## config.mk

```make
export PLATFORM = sky130hd
export DESIGN_NAME = afpm_fault_mgr
export DESIGN_NICKNAME = d
export VERILOG_FILES = /design/src/afpm_fault_mgr.v /design/src/afpm_sync.v /design/src/afpm_dc_det.v
export VERILOG_INCLUDE_DIRS = /design/src
export SDC_FILE = /design/constraint.sdc
export NUM_CORES = 1
export LEC_CHECK = 0
export BUFFER_PORTS_ARGS = -buffer_cell sky130_fd_sc_hd__buf_2
export CAP_MARGIN = 0
export CORE_MARGIN = 5
export CORE_UTILIZATION = 52
export CTS_CLUSTER_SIZE = 30
export DETAILED_ROUTE_END_ITERATION = 7
export PLACE_DENSITY = 0.79
export SYNTH_ARGS = -nofsm -noshare
export SYNTH_HDL_FRONTEND = slang
export SYNTH_SLANG_ARGS = --single-unit
```

## constraint.sdc

```tcl
create_clock -name pclk -period 3.6 [get_ports pclk]
set_input_delay 0.72 -clock pclk [delete_from_list [all_inputs] [get_ports pclk]]
set_output_delay 0.72 -clock pclk [all_outputs]
set_load 0.02 [all_outputs]
```

## src/afpm_consts.vh

```
// Constants shared by the amplifier fault protection manager files.
`ifndef AFPM_CONSTS_VH
`define AFPM_CONSTS_VH

// Core clock rate.
`define AFPM_CLK_MHZ          100
// Fault time-out length in microseconds; the value is a plain default.
`define AFPM_FAULT_TMO_US     1000
// DC detect qualification time in milliseconds.
`define AFPM_DC_TIME_MS       420
`define AFPM_US_PER_MS        1000
`define AFPM_CNT_W            32

// APB register byte offsets.
`define AFPM_ADDR_W           8
`define AFPM_OFS_CTRL         8'h00
`define AFPM_OFS_STATUS       8'h04

// Control register fields.
`define AFPM_CTRL_SD_BIT      0
`define AFPM_CTRL_RESET       1'h1

// Status register fields.
`define AFPM_ST_OVR_VOLT      0
`define AFPM_ST_UNDR_VOLT     1
`define AFPM_ST_CLK           2
`define AFPM_ST_OVR_CURR      3
`define AFPM_ST_DC_OFF        4
`define AFPM_ST_OVR_TEMP      5
`define AFPM_ST_STATE_LO      8
`define AFPM_ST_STATE_HI      9
`define AFPM_ST_OUT_EN        12

// Synchronised input vector layout.
`define AFPM_SYNC_W           12
`define AFPM_IN_SD            0
`define AFPM_IN_OVR_VOLT      1
`define AFPM_IN_UNDR_VOLT     2
`define AFPM_IN_OVR_CURR      3
`define AFPM_IN_OVR_TEMP      4
`define AFPM_IN_TEMP_HYST     5
`define AFPM_IN_CLK_RATIO     6
`define AFPM_IN_CLK_RATE      7
`define AFPM_IN_CLK_STOP      8
`define AFPM_IN_DC_POS_LO     9
`define AFPM_IN_DC_NEG_LO     10
`define AFPM_IN_SPARE         11

`endif

```

## src/afpm_fault_mgr.v

```verilog
// Fault protection manager of the speaker amplifier, with its APB registers.
//
// Register access over APB and the address map were chosen for this implementation.
`timescale 1ns/100ps
`include "afpm_consts.vh"
module afpm_fault_mgr #(
  parameter [`AFPM_CNT_W-1:0] FAULT_TMO_CYC =
    `AFPM_FAULT_TMO_US * `AFPM_CLK_MHZ,
  parameter [`AFPM_CNT_W-1:0] DC_CYC =
    `AFPM_DC_TIME_MS * `AFPM_US_PER_MS * `AFPM_CLK_MHZ
) (
  // Clock and reset
  input  wire                    pclk,
  input  wire                    presetn,
  // APB slave
  input  wire                    psel,
  input  wire                    penable,
  input  wire                    pwrite,
  input  wire [`AFPM_ADDR_W-1:0] paddr,
  input  wire [31:0]             pwdata,
  output reg  [31:0]             prdata,
  output wire                    pready,
  output wire                    pslverr,
  // Shutdown pin
  input  wire                    amp_shutdown_n,
  // Analog condition indications
  input  wire                    ovr_volt_ind,
  input  wire                    undr_volt_ind,
  input  wire                    ovr_curr_ind,
  input  wire                    ovr_temp_ind,
  input  wire                    temp_below_hyst,
  // Clock monitor indications
  input  wire                    clk_ratio_bad,
  input  wire                    clk_rate_bad,
  input  wire                    clk_stopped,
  // Output duty indications, one bit per channel
  input  wire [1:0]              duty_high_pos,
  input  wire [1:0]              duty_high_neg,
  // Open-drain fault line
  output wire                    fault_n_out,
  output reg                     fault_n_oe,
  // Output stage control
  output reg                     out_stage_en
);

  localparam [1:0] ST_RUN   = 2'b00;
  localparam [1:0] ST_LATCH = 2'b01;
  localparam [1:0] ST_ARMED = 2'b10;
  localparam [1:0] ST_WAIT  = 2'b11;

  // Synchronised inputs.
  wire [`AFPM_SYNC_W-1:0] raw_in;
  wire [`AFPM_SYNC_W-1:0] syn;
  wire                    dc_det;

  assign raw_in = {1'b0,
                   duty_high_neg[0],
                   duty_high_pos[0],
                   clk_stopped,
                   clk_rate_bad,
                   clk_ratio_bad,
                   temp_below_hyst,
                   ovr_temp_ind,
                   ovr_curr_ind,
                   undr_volt_ind,
                   ovr_volt_ind,
                   amp_shutdown_n};

  // The second channel of duty indications gets its own pair of synchronisers.
  wire [1:0] syn_ch1;

  afpm_sync #(
    .WIDTH     (`AFPM_SYNC_W),
    .RESET_VAL (12'h021)
  ) u_sync (
    .pclk     (pclk),
    .presetn  (presetn),
    .async_in (raw_in),
    .sync_out (syn)
  );

  afpm_sync #(
    .WIDTH     (2),
    .RESET_VAL (2'h0)
  ) u_sync_ch1 (
    .pclk     (pclk),
    .presetn  (presetn),
    .async_in ({duty_high_neg[1], duty_high_pos[1]}),
    .sync_out (syn_ch1)
  );

  afpm_dc_det #(
    .DC_CYC (DC_CYC)
  ) u_dc_det (
    .pclk     (pclk),
    .presetn  (presetn),
    .duty_pos ({syn_ch1[0], syn[`AFPM_IN_DC_POS_LO]}),
    .duty_neg ({syn_ch1[1], syn[`AFPM_IN_DC_NEG_LO]}),
    .dc_det   (dc_det)
  );

  // Condition decode.
  wire pin_sd_n   = syn[`AFPM_IN_SD];
  wire ovr_volt   = syn[`AFPM_IN_OVR_VOLT];
  wire undr_volt  = syn[`AFPM_IN_UNDR_VOLT];
  wire ovr_curr   = syn[`AFPM_IN_OVR_CURR];
  wire hot        = syn[`AFPM_IN_OVR_TEMP];
  wire cool       = syn[`AFPM_IN_TEMP_HYST];
  wire clk_err    = syn[`AFPM_IN_CLK_RATIO] |
                    syn[`AFPM_IN_CLK_RATE]  |
                    syn[`AFPM_IN_CLK_STOP];
  // Overtemperature stays present until the die drops below hysteresis.
  wire ovr_temp   = hot | ~cool;
  wire latch_cond = ovr_curr | dc_det | hot;
  wire still_bad  = ovr_curr | dc_det | ovr_temp;
  wire nonlatch   = ovr_volt | undr_volt | clk_err;

  // Control register.
  reg  sd_bit;
  wire sd_n = pin_sd_n & sd_bit;
  reg  sd_n_q;
  wire sd_fall = sd_n_q & ~sd_n;
  wire sd_rise = ~sd_n_q & sd_n;

  // Latch state machine and time-out counter.
  reg  [1:0]             state;
  reg  [1:0]             next_state;
  reg  [`AFPM_CNT_W-1:0] tmo_cnt;
  reg                    tmo_restart;
  wire                   tmo_done = (tmo_cnt >= FAULT_TMO_CYC);

  always @* begin
    next_state  = state;
    tmo_restart = 1'b0;
    case (state)
      ST_RUN: begin
        if (latch_cond) begin
          next_state  = ST_LATCH;
          tmo_restart = 1'b1;
        end
      end
      ST_LATCH: begin
        if (sd_fall || !sd_n) begin
          next_state = ST_ARMED;
        end
      end
      ST_ARMED: begin
        if (sd_rise) begin
          if (still_bad) begin
            next_state  = ST_LATCH;
            tmo_restart = 1'b1;
          end else if (tmo_done) begin
            next_state = ST_RUN;
          end else begin
            next_state = ST_WAIT;
          end
        end
      end
      ST_WAIT: begin
        if (latch_cond) begin
          next_state  = ST_LATCH;
          tmo_restart = 1'b1;
        end else if (!sd_n) begin
          next_state = ST_ARMED;
        end else if (tmo_done) begin
          next_state = ST_RUN;
        end
      end
      default: begin
        next_state = ST_LATCH;
      end
    endcase
  end

  always @(posedge pclk or negedge presetn) begin
    if (!presetn) begin
      state  <= ST_RUN;
      sd_n_q <= 1'b1;
    end else begin
      state  <= next_state;
      sd_n_q <= sd_n;
    end
  end

  // Time-out runs from fault entry so a fault line tied to shutdown can release.
  always @(posedge pclk or negedge presetn) begin
    if (!presetn) begin
      tmo_cnt <= {`AFPM_CNT_W{1'b0}};
    end else if (tmo_restart) begin
      tmo_cnt <= {`AFPM_CNT_W{1'b0}};
    end else if (!tmo_done && state != ST_RUN) begin
      tmo_cnt <= tmo_cnt + {{(`AFPM_CNT_W-1){1'b0}}, 1'b1};
    end
  end

  // Latched status flags; a new event wins over the clear at resume.
  reg  oc_flag;
  reg  dc_flag;
  reg  ot_flag;
  wire resume = (state != ST_RUN) && (next_state == ST_RUN);

  always @(posedge pclk or negedge presetn) begin
    if (!presetn) begin
      oc_flag <= 1'b0;
      dc_flag <= 1'b0;
      ot_flag <= 1'b0;
    end else begin
      oc_flag <= (oc_flag & ~resume) | ovr_curr;
      dc_flag <= (dc_flag & ~resume) | dc_det;
      ot_flag <= (ot_flag & ~resume) | hot;
    end
  end

  // Fault line: the latched part releases once the time-out is done, the latching conditions have cleared and shutdown has fallen,
  // which lets a fault line wired to shutdown recover on its own.
  wire latch_hold = (state == ST_LATCH) ||
                    (state == ST_ARMED && !(tmo_done && !still_bad)) ||
                    (state == ST_WAIT);
  // From the waiting state the latched part drops on the resume edge itself, so the line never overlaps an enabled stage.
  wire next_fault = (latch_hold && (next_state != ST_RUN)) | clk_err;

  assign fault_n_out = 1'b0;

  always @(posedge pclk or negedge presetn) begin
    if (!presetn) begin
      fault_n_oe   <= 1'b0;
      out_stage_en <= 1'b0;
    end else begin
      fault_n_oe   <= next_fault;
      // Non-latching errors gate the stage directly and so recover at once.
      out_stage_en <= (next_state == ST_RUN) && !latch_cond &&
                      !nonlatch && sd_n;
    end
  end

  // APB slave: zero wait states, error on an unmapped address.
  wire setup   = psel & ~penable;
  wire access  = psel & penable;
  // Full-word match; an address between two registers selects nothing.
  function addr_hit;
    input [`AFPM_ADDR_W-1:0] addr;
    input [`AFPM_ADDR_W-1:0] ofs;
    begin
      addr_hit = (addr == ofs);
    end
  endfunction

  wire is_ctrl = addr_hit(paddr, `AFPM_OFS_CTRL);
  wire is_stat = addr_hit(paddr, `AFPM_OFS_STATUS);
  wire mapped  = is_ctrl | is_stat;

  assign pready  = 1'b1;
  assign pslverr = access & ~mapped;

  // Status word assembled field by field, so the layout lives in the constants only.
  reg  [31:0] status_word;
  always @* begin
    status_word                                      = 32'h0000_0000;
    status_word[`AFPM_ST_OVR_VOLT]                   = ovr_volt;
    status_word[`AFPM_ST_UNDR_VOLT]                  = undr_volt;
    status_word[`AFPM_ST_CLK]                        = clk_err;
    status_word[`AFPM_ST_OVR_CURR]                   = oc_flag;
    status_word[`AFPM_ST_DC_OFF]                     = dc_flag;
    status_word[`AFPM_ST_OVR_TEMP]                   = ot_flag;
    status_word[`AFPM_ST_STATE_HI:`AFPM_ST_STATE_LO] = state;
    status_word[`AFPM_ST_OUT_EN]                     = out_stage_en;
  end

  always @(posedge pclk or negedge presetn) begin
    if (!presetn) begin
      sd_bit <= `AFPM_CTRL_RESET;
    end else if (access && pwrite && is_ctrl) begin
      sd_bit <= pwdata[`AFPM_CTRL_SD_BIT];
    end
  end

  always @(posedge pclk or negedge presetn) begin
    if (!presetn) begin
      prdata <= 32'h0000_0000;
    end else if (setup && !pwrite) begin
      if (is_ctrl) begin
        prdata <= {31'h0, sd_bit};
      end else if (is_stat) begin
        prdata <= status_word;
      end else begin
        prdata <= 32'h0000_0000;
      end
    end
  end

endmodule // afpm_fault_mgr

```

## src/afpm_sync.v

```verilog
// Two-flop synchronisers for the asynchronous condition inputs.
`timescale 1ns/100ps
module afpm_sync #(
  parameter WIDTH = 1,
  parameter [WIDTH-1:0] RESET_VAL = {WIDTH{1'b0}}
) (
  // Clock and reset
  input  wire             pclk,
  input  wire             presetn,
  // Data
  input  wire [WIDTH-1:0] async_in,
  output wire [WIDTH-1:0] sync_out
);

  genvar i;
  generate
    for (i = 0; i < WIDTH; i = i + 1) begin : g_bit
      reg meta;
      reg stable;
      always @(posedge pclk or negedge presetn) begin
        if (!presetn) begin
          meta   <= RESET_VAL[i];
          stable <= RESET_VAL[i];
        end else begin
          meta   <= async_in[i];
          stable <= meta;
        end
      end
      assign sync_out[i] = stable;
    end
  endgenerate

endmodule // afpm_sync

```

## src/afpm_dc_det.v

```verilog
// DC offset detector: one qualification timer per output channel.
`timescale 1ns/100ps
`include "afpm_consts.vh"
module afpm_dc_det #(
  parameter [`AFPM_CNT_W-1:0] DC_CYC = 32'd42000000
) (
  // Clock and reset
  input  wire       pclk,
  input  wire       presetn,
  // Per-channel duty indications, already synchronised
  input  wire [1:0] duty_pos,
  input  wire [1:0] duty_neg,
  // Detection result
  output wire       dc_det
);

  wire [1:0] hit;

  genvar ch;
  generate
    for (ch = 0; ch < 2; ch = ch + 1) begin : g_ch
      reg [`AFPM_CNT_W-1:0] cnt;
      reg                   last_pos;
      reg                   det;
      wire                  one_pol = duty_pos[ch] ^ duty_neg[ch];
      always @(posedge pclk or negedge presetn) begin
        if (!presetn) begin
          cnt      <= {`AFPM_CNT_W{1'b0}};
          last_pos <= 1'b0;
          det      <= 1'b0;
        end else begin
          last_pos <= duty_pos[ch];
          // A polarity change restarts the timer, so only a single polarity qualifies.
          if (!one_pol || (duty_pos[ch] != last_pos)) begin
            cnt <= {`AFPM_CNT_W{1'b0}};
            det <= 1'b0;
          end else if (cnt < DC_CYC) begin
            cnt <= cnt + {{(`AFPM_CNT_W-1){1'b0}}, 1'b1};
          end else begin
            det <= 1'b1;
          end
        end
      end
      assign hit[ch] = det;
    end
  endgenerate

  assign dc_det = |hit;

endmodule // afpm_dc_det

```

==> results.json <==
{
  "outcome": "completed",
  "drc": 0,
  "clock_sinks": 144,
  "antenna_cells": 0,
  "synth-seq-area-share": 0.539,
  "power_density_nw_per_um2": 538,
  "power_frac_seq": 0.424,
  "grt_max_degree": 85,
  "area_delta_synth_final_pct": 13.7,
  "clockBufferDepth": 2,
  "syn-cell-area_um2": 6710,
  "gp_congestion": 0.828,
  "worstPathArrival_ns": 3.05,
  "slew_violations": 0,
  "fin_ws_ns": 0.898,
  "coreArea_um2": 12600,
  "setup_viol": 0,
  "start_util": 0.531,
  "synth_top_area_cell": "dfrtp_1",
  "fmax_mhz": 370,
  "seq_area_um2": 3610,
  "first_global_vias": 4823,
  "worst_pin_slew_ns": 1.21,
  "power_leakage_nw": 3.32,
  "layout-drive-gt1-share": 0.149,
  "final.setup.tns_ns": 0,
  "die_w_um": 124,
  "required_ns": 3.95,
  "antenna_found_initial": 0,
  "dp_cells": 830,
  "rows": 41,
  "critPathBufInv": 1,
  "crit_start": "u_dc_det.g_ch[0].cnt[9]$_DFFE_PN0P_",
  "regToRegStartpoint": "u_dc_det.g_ch[0].cnt[9]$_DFFE_PN0P_",
  "numCtsBuffers": 17,
  "async_reset_ff_frac": 1.00,
  "synth_area_leaders": "dfrtp_1 (52%), nor2_1 (4.0%), xnor2_1 (2.9%), buf_4 (2.8%), nand2_1 (2.7%)",
  "endpoint": "u_dc_det.g_ch[0].cnt[9]$_DFFE_PN0P_",
  "yosys_register_bits": 144,
  "synth_ff_type": "dfrtp_1",
  "vias": 4912,
  "swShare": 0.261,
  "rsz0062_at_grt": "no",
  "hpwlAfterDp_mm": 8.78,
  "worst_slew_margin_rel": 0.191,
  "track_usage": 0.186,
  "comb_power_share": 0.128,
  "cp_num_cells": 7,
  "htree_levels": 4,
  "crit_path_start_kind": "flop",
  "port_buffers": 38,
  "fin_cells": 861,
  "clock_latency_ns": 0.42,
  "crit_family": "compound AO/OA/AOI/OAI gates",
  "r2r_end": "u_dc_det.g_ch[0].cnt[9]$_DFFE_PN0P_",
  "synth.avg_cell_area_um2": 10.6,
  "grt_pass1_wl_mm": 22.5,
  "holdCritPathClass": "primary input to asynchronous set/reset pin",
  "end_kind": "flop",
  "slowest_stage": "o211ai_1",
  "critPathMaxStageDelay_ns": 0.87,
  "synthTopCellsByCount": "dfrtp_1 (138), nor2_1 (72), nand2_1 (48)",
  "report.final.hold_viol_count": 0,
  "yosysWarningCount": 0,
  "skew_ns": 0.00906,
  "dieArea_um2": 15300,
  "wl_met2_mm": 6.79,
  "overflow": 0,
  "critPathMaxFanout": 13,
  "drt-initial-drc-count": 431,
  "clk_pin_slew_ns": 0.06,
  "peakVddDrop_uv": 373,
  "multi_input_area_um2": 2870,
  "synth_cell_types": 59,
  "routed_via_density": 5.70,
  "drtAntennaViolNets": 0,
  "cts_setup_buffers": 0,
  "synth_most_common_cell": "dfrtp_1",
  "rrSetupSlack_ns": 0.90,
  "pwr-share-clk": 0.448,
  "wl_mm": 13.4,
  "drt_pass1_iterations": 5,
  "cts_tree": "yes",
  "nNetsFinal": 744,
  "post_drt_wl_per_cell_um": 15.6,
  "ctsResizeCount": 0,
  "power_switching_w": 0.00107,
  "fin_crit_ns": 2.70,
  "crit_chain": "and4_1, a21oi_1, o211ai_1, buf_4, a21oi_1, a211oi_1, a31o_2",
  "cts_root_buf": "clkbuf_16",
  "pre_cts_slack_ns": 0.988,
  "cap_violations": 0,
  "worst-r2r-cell-count": 7,
  "synthCells": 635,
  "synth_edf_count": 0,
  "top_layer": "met4",
  "fillCellCount": 992,
  "fin_crit_sh": 0.751,
  "fp.dieH_um": 124,
  "pin_count": 95,
  "postCtsHoldBufs": 0,
  "yosys.area.top_type_share": 0.515,
  "wl_met3_um": 663,
  "wirelength_met1_mm": 5.80,
  "cp_common_cell": "a21oi_1",
  "internal_power_w": 0.00303,
  "critical_path_class": "flop to flop"
}
layout make-up:
cell class	count	area share
Inverter	15	0.00739
Clock inverter	10	0.0210
Tap cell	172	0.0282
Multi-Input combinational cell	455	0.376
Clock buffer	21	0.0604
Sequential cell	144	0.474
Timing Repair Buffer	44	0.0333
per-layer routing:
metal / vias to the layer above / track usage
met1: 2445 / 0.232
met5: - / 0
met4: 0 / 0.0761
met3: 21 / 0.0489
met2: 143 / 0.308
li1: 2303 / -
metrics by stage:
step	total power, W	hold slack (ns)	area, um2	utilization
after floorplan	0.00213	0.331	6790	-
after global placement	0.00224	0.333	7000	0.555
after detailed placement	0.00228	0.335	7000	0.555
after CTS	0.00413	0.281	7620	0.604
after global routing	0.00428	0.303	7620	0.604
final	0.00410	0.269	7620	0.604
flip-flops by register name, indices dropped and copies added, names as in the netlist, 9 cells and up:
| name | flops |
|---|---|
| prdata | 9 |
| u_sync.g_bit.meta | 11 |
| u_dc_det.g_ch.cnt | 64 |
| tmo_cnt | 32 |
| u_sync.g_bit.stable | 11 |
worst min path at each step:
stage,from,end,slack (ns)
global placement,u_sync_ch1.g_bit[1].meta$_DFF_PN0_,u_sync_ch1.g_bit[1].stable$_DFF_PN0_,0.33
CTS,presetn,prdata[0]$_DFFE_PN0P_,0.28
detailed placement,u_sync_ch1.g_bit[1].meta$_DFF_PN0_,u_sync_ch1.g_bit[1].stable$_DFF_PN0_,0.33
floorplan,u_sync.g_bit[10].meta$_DFF_PN0_,u_sync.g_bit[10].stable$_DFF_PN0_,0.33
global route,presetn,prdata[0]$_DFFE_PN0P_,0.30
finish,presetn,prdata[0]$_DFFE_PN0P_,0.27
worst register-to-register path, delay by kind of cell, from the launching register on:
kind	cells	cell delay, ns
AO/OA/AOI/OAI	5	1.61
buffers and inverters	1	0.36
flip-flops	1	0.42
AND/OR/NAND/NOR	1	0.25
power groups by stage:
stage               sequential [W]  combinational (W)  clock (W)
floorplan                  0.00175           0.000380          0
global placement           0.00176           0.000485          0
detailed placement         0.00177           0.000517          0
CTS                        0.00174           0.000524    0.00187
global route               0.00175           0.000592    0.00194
finish                     0.00174           0.000525    0.00184
logic make-up (layout without fill, tap and decap cells):
group | count (synthesis) | after routing | share of synthesized area
and+or+nand+nor | 265 | 265 | 0.212
DFF | 144 | 144 | 0.539
AOI/OAI and AO/OA | 112 | 112 | 0.124
buffers and inverters | 59 | 90 | 0.0476
xor gates and xnor gates | 37 | 37 | 0.0483
adders and majority gates | 9 | 9 | 0.0168
muxes | 7 | 7 | 0.0110
other | 2 | 25 | 0.00112
layout by cell type, fill, tap and decap left out, types with 15 or more instances in the layout:
master,instances
nand4_1,17
clkbuf_16,17
a211oi_1,15
nand3_1,23
nand2_1,48
nor2_1,72
xnor2_1,22
xor2_1,15
buf_2,37
dfrtp_1,138
o21ai_0,17
a21oi_1,26
conb_1,25
inv_1,15
nor2b_1,25
No activity file was read; power rests on OpenSTA's default activity.
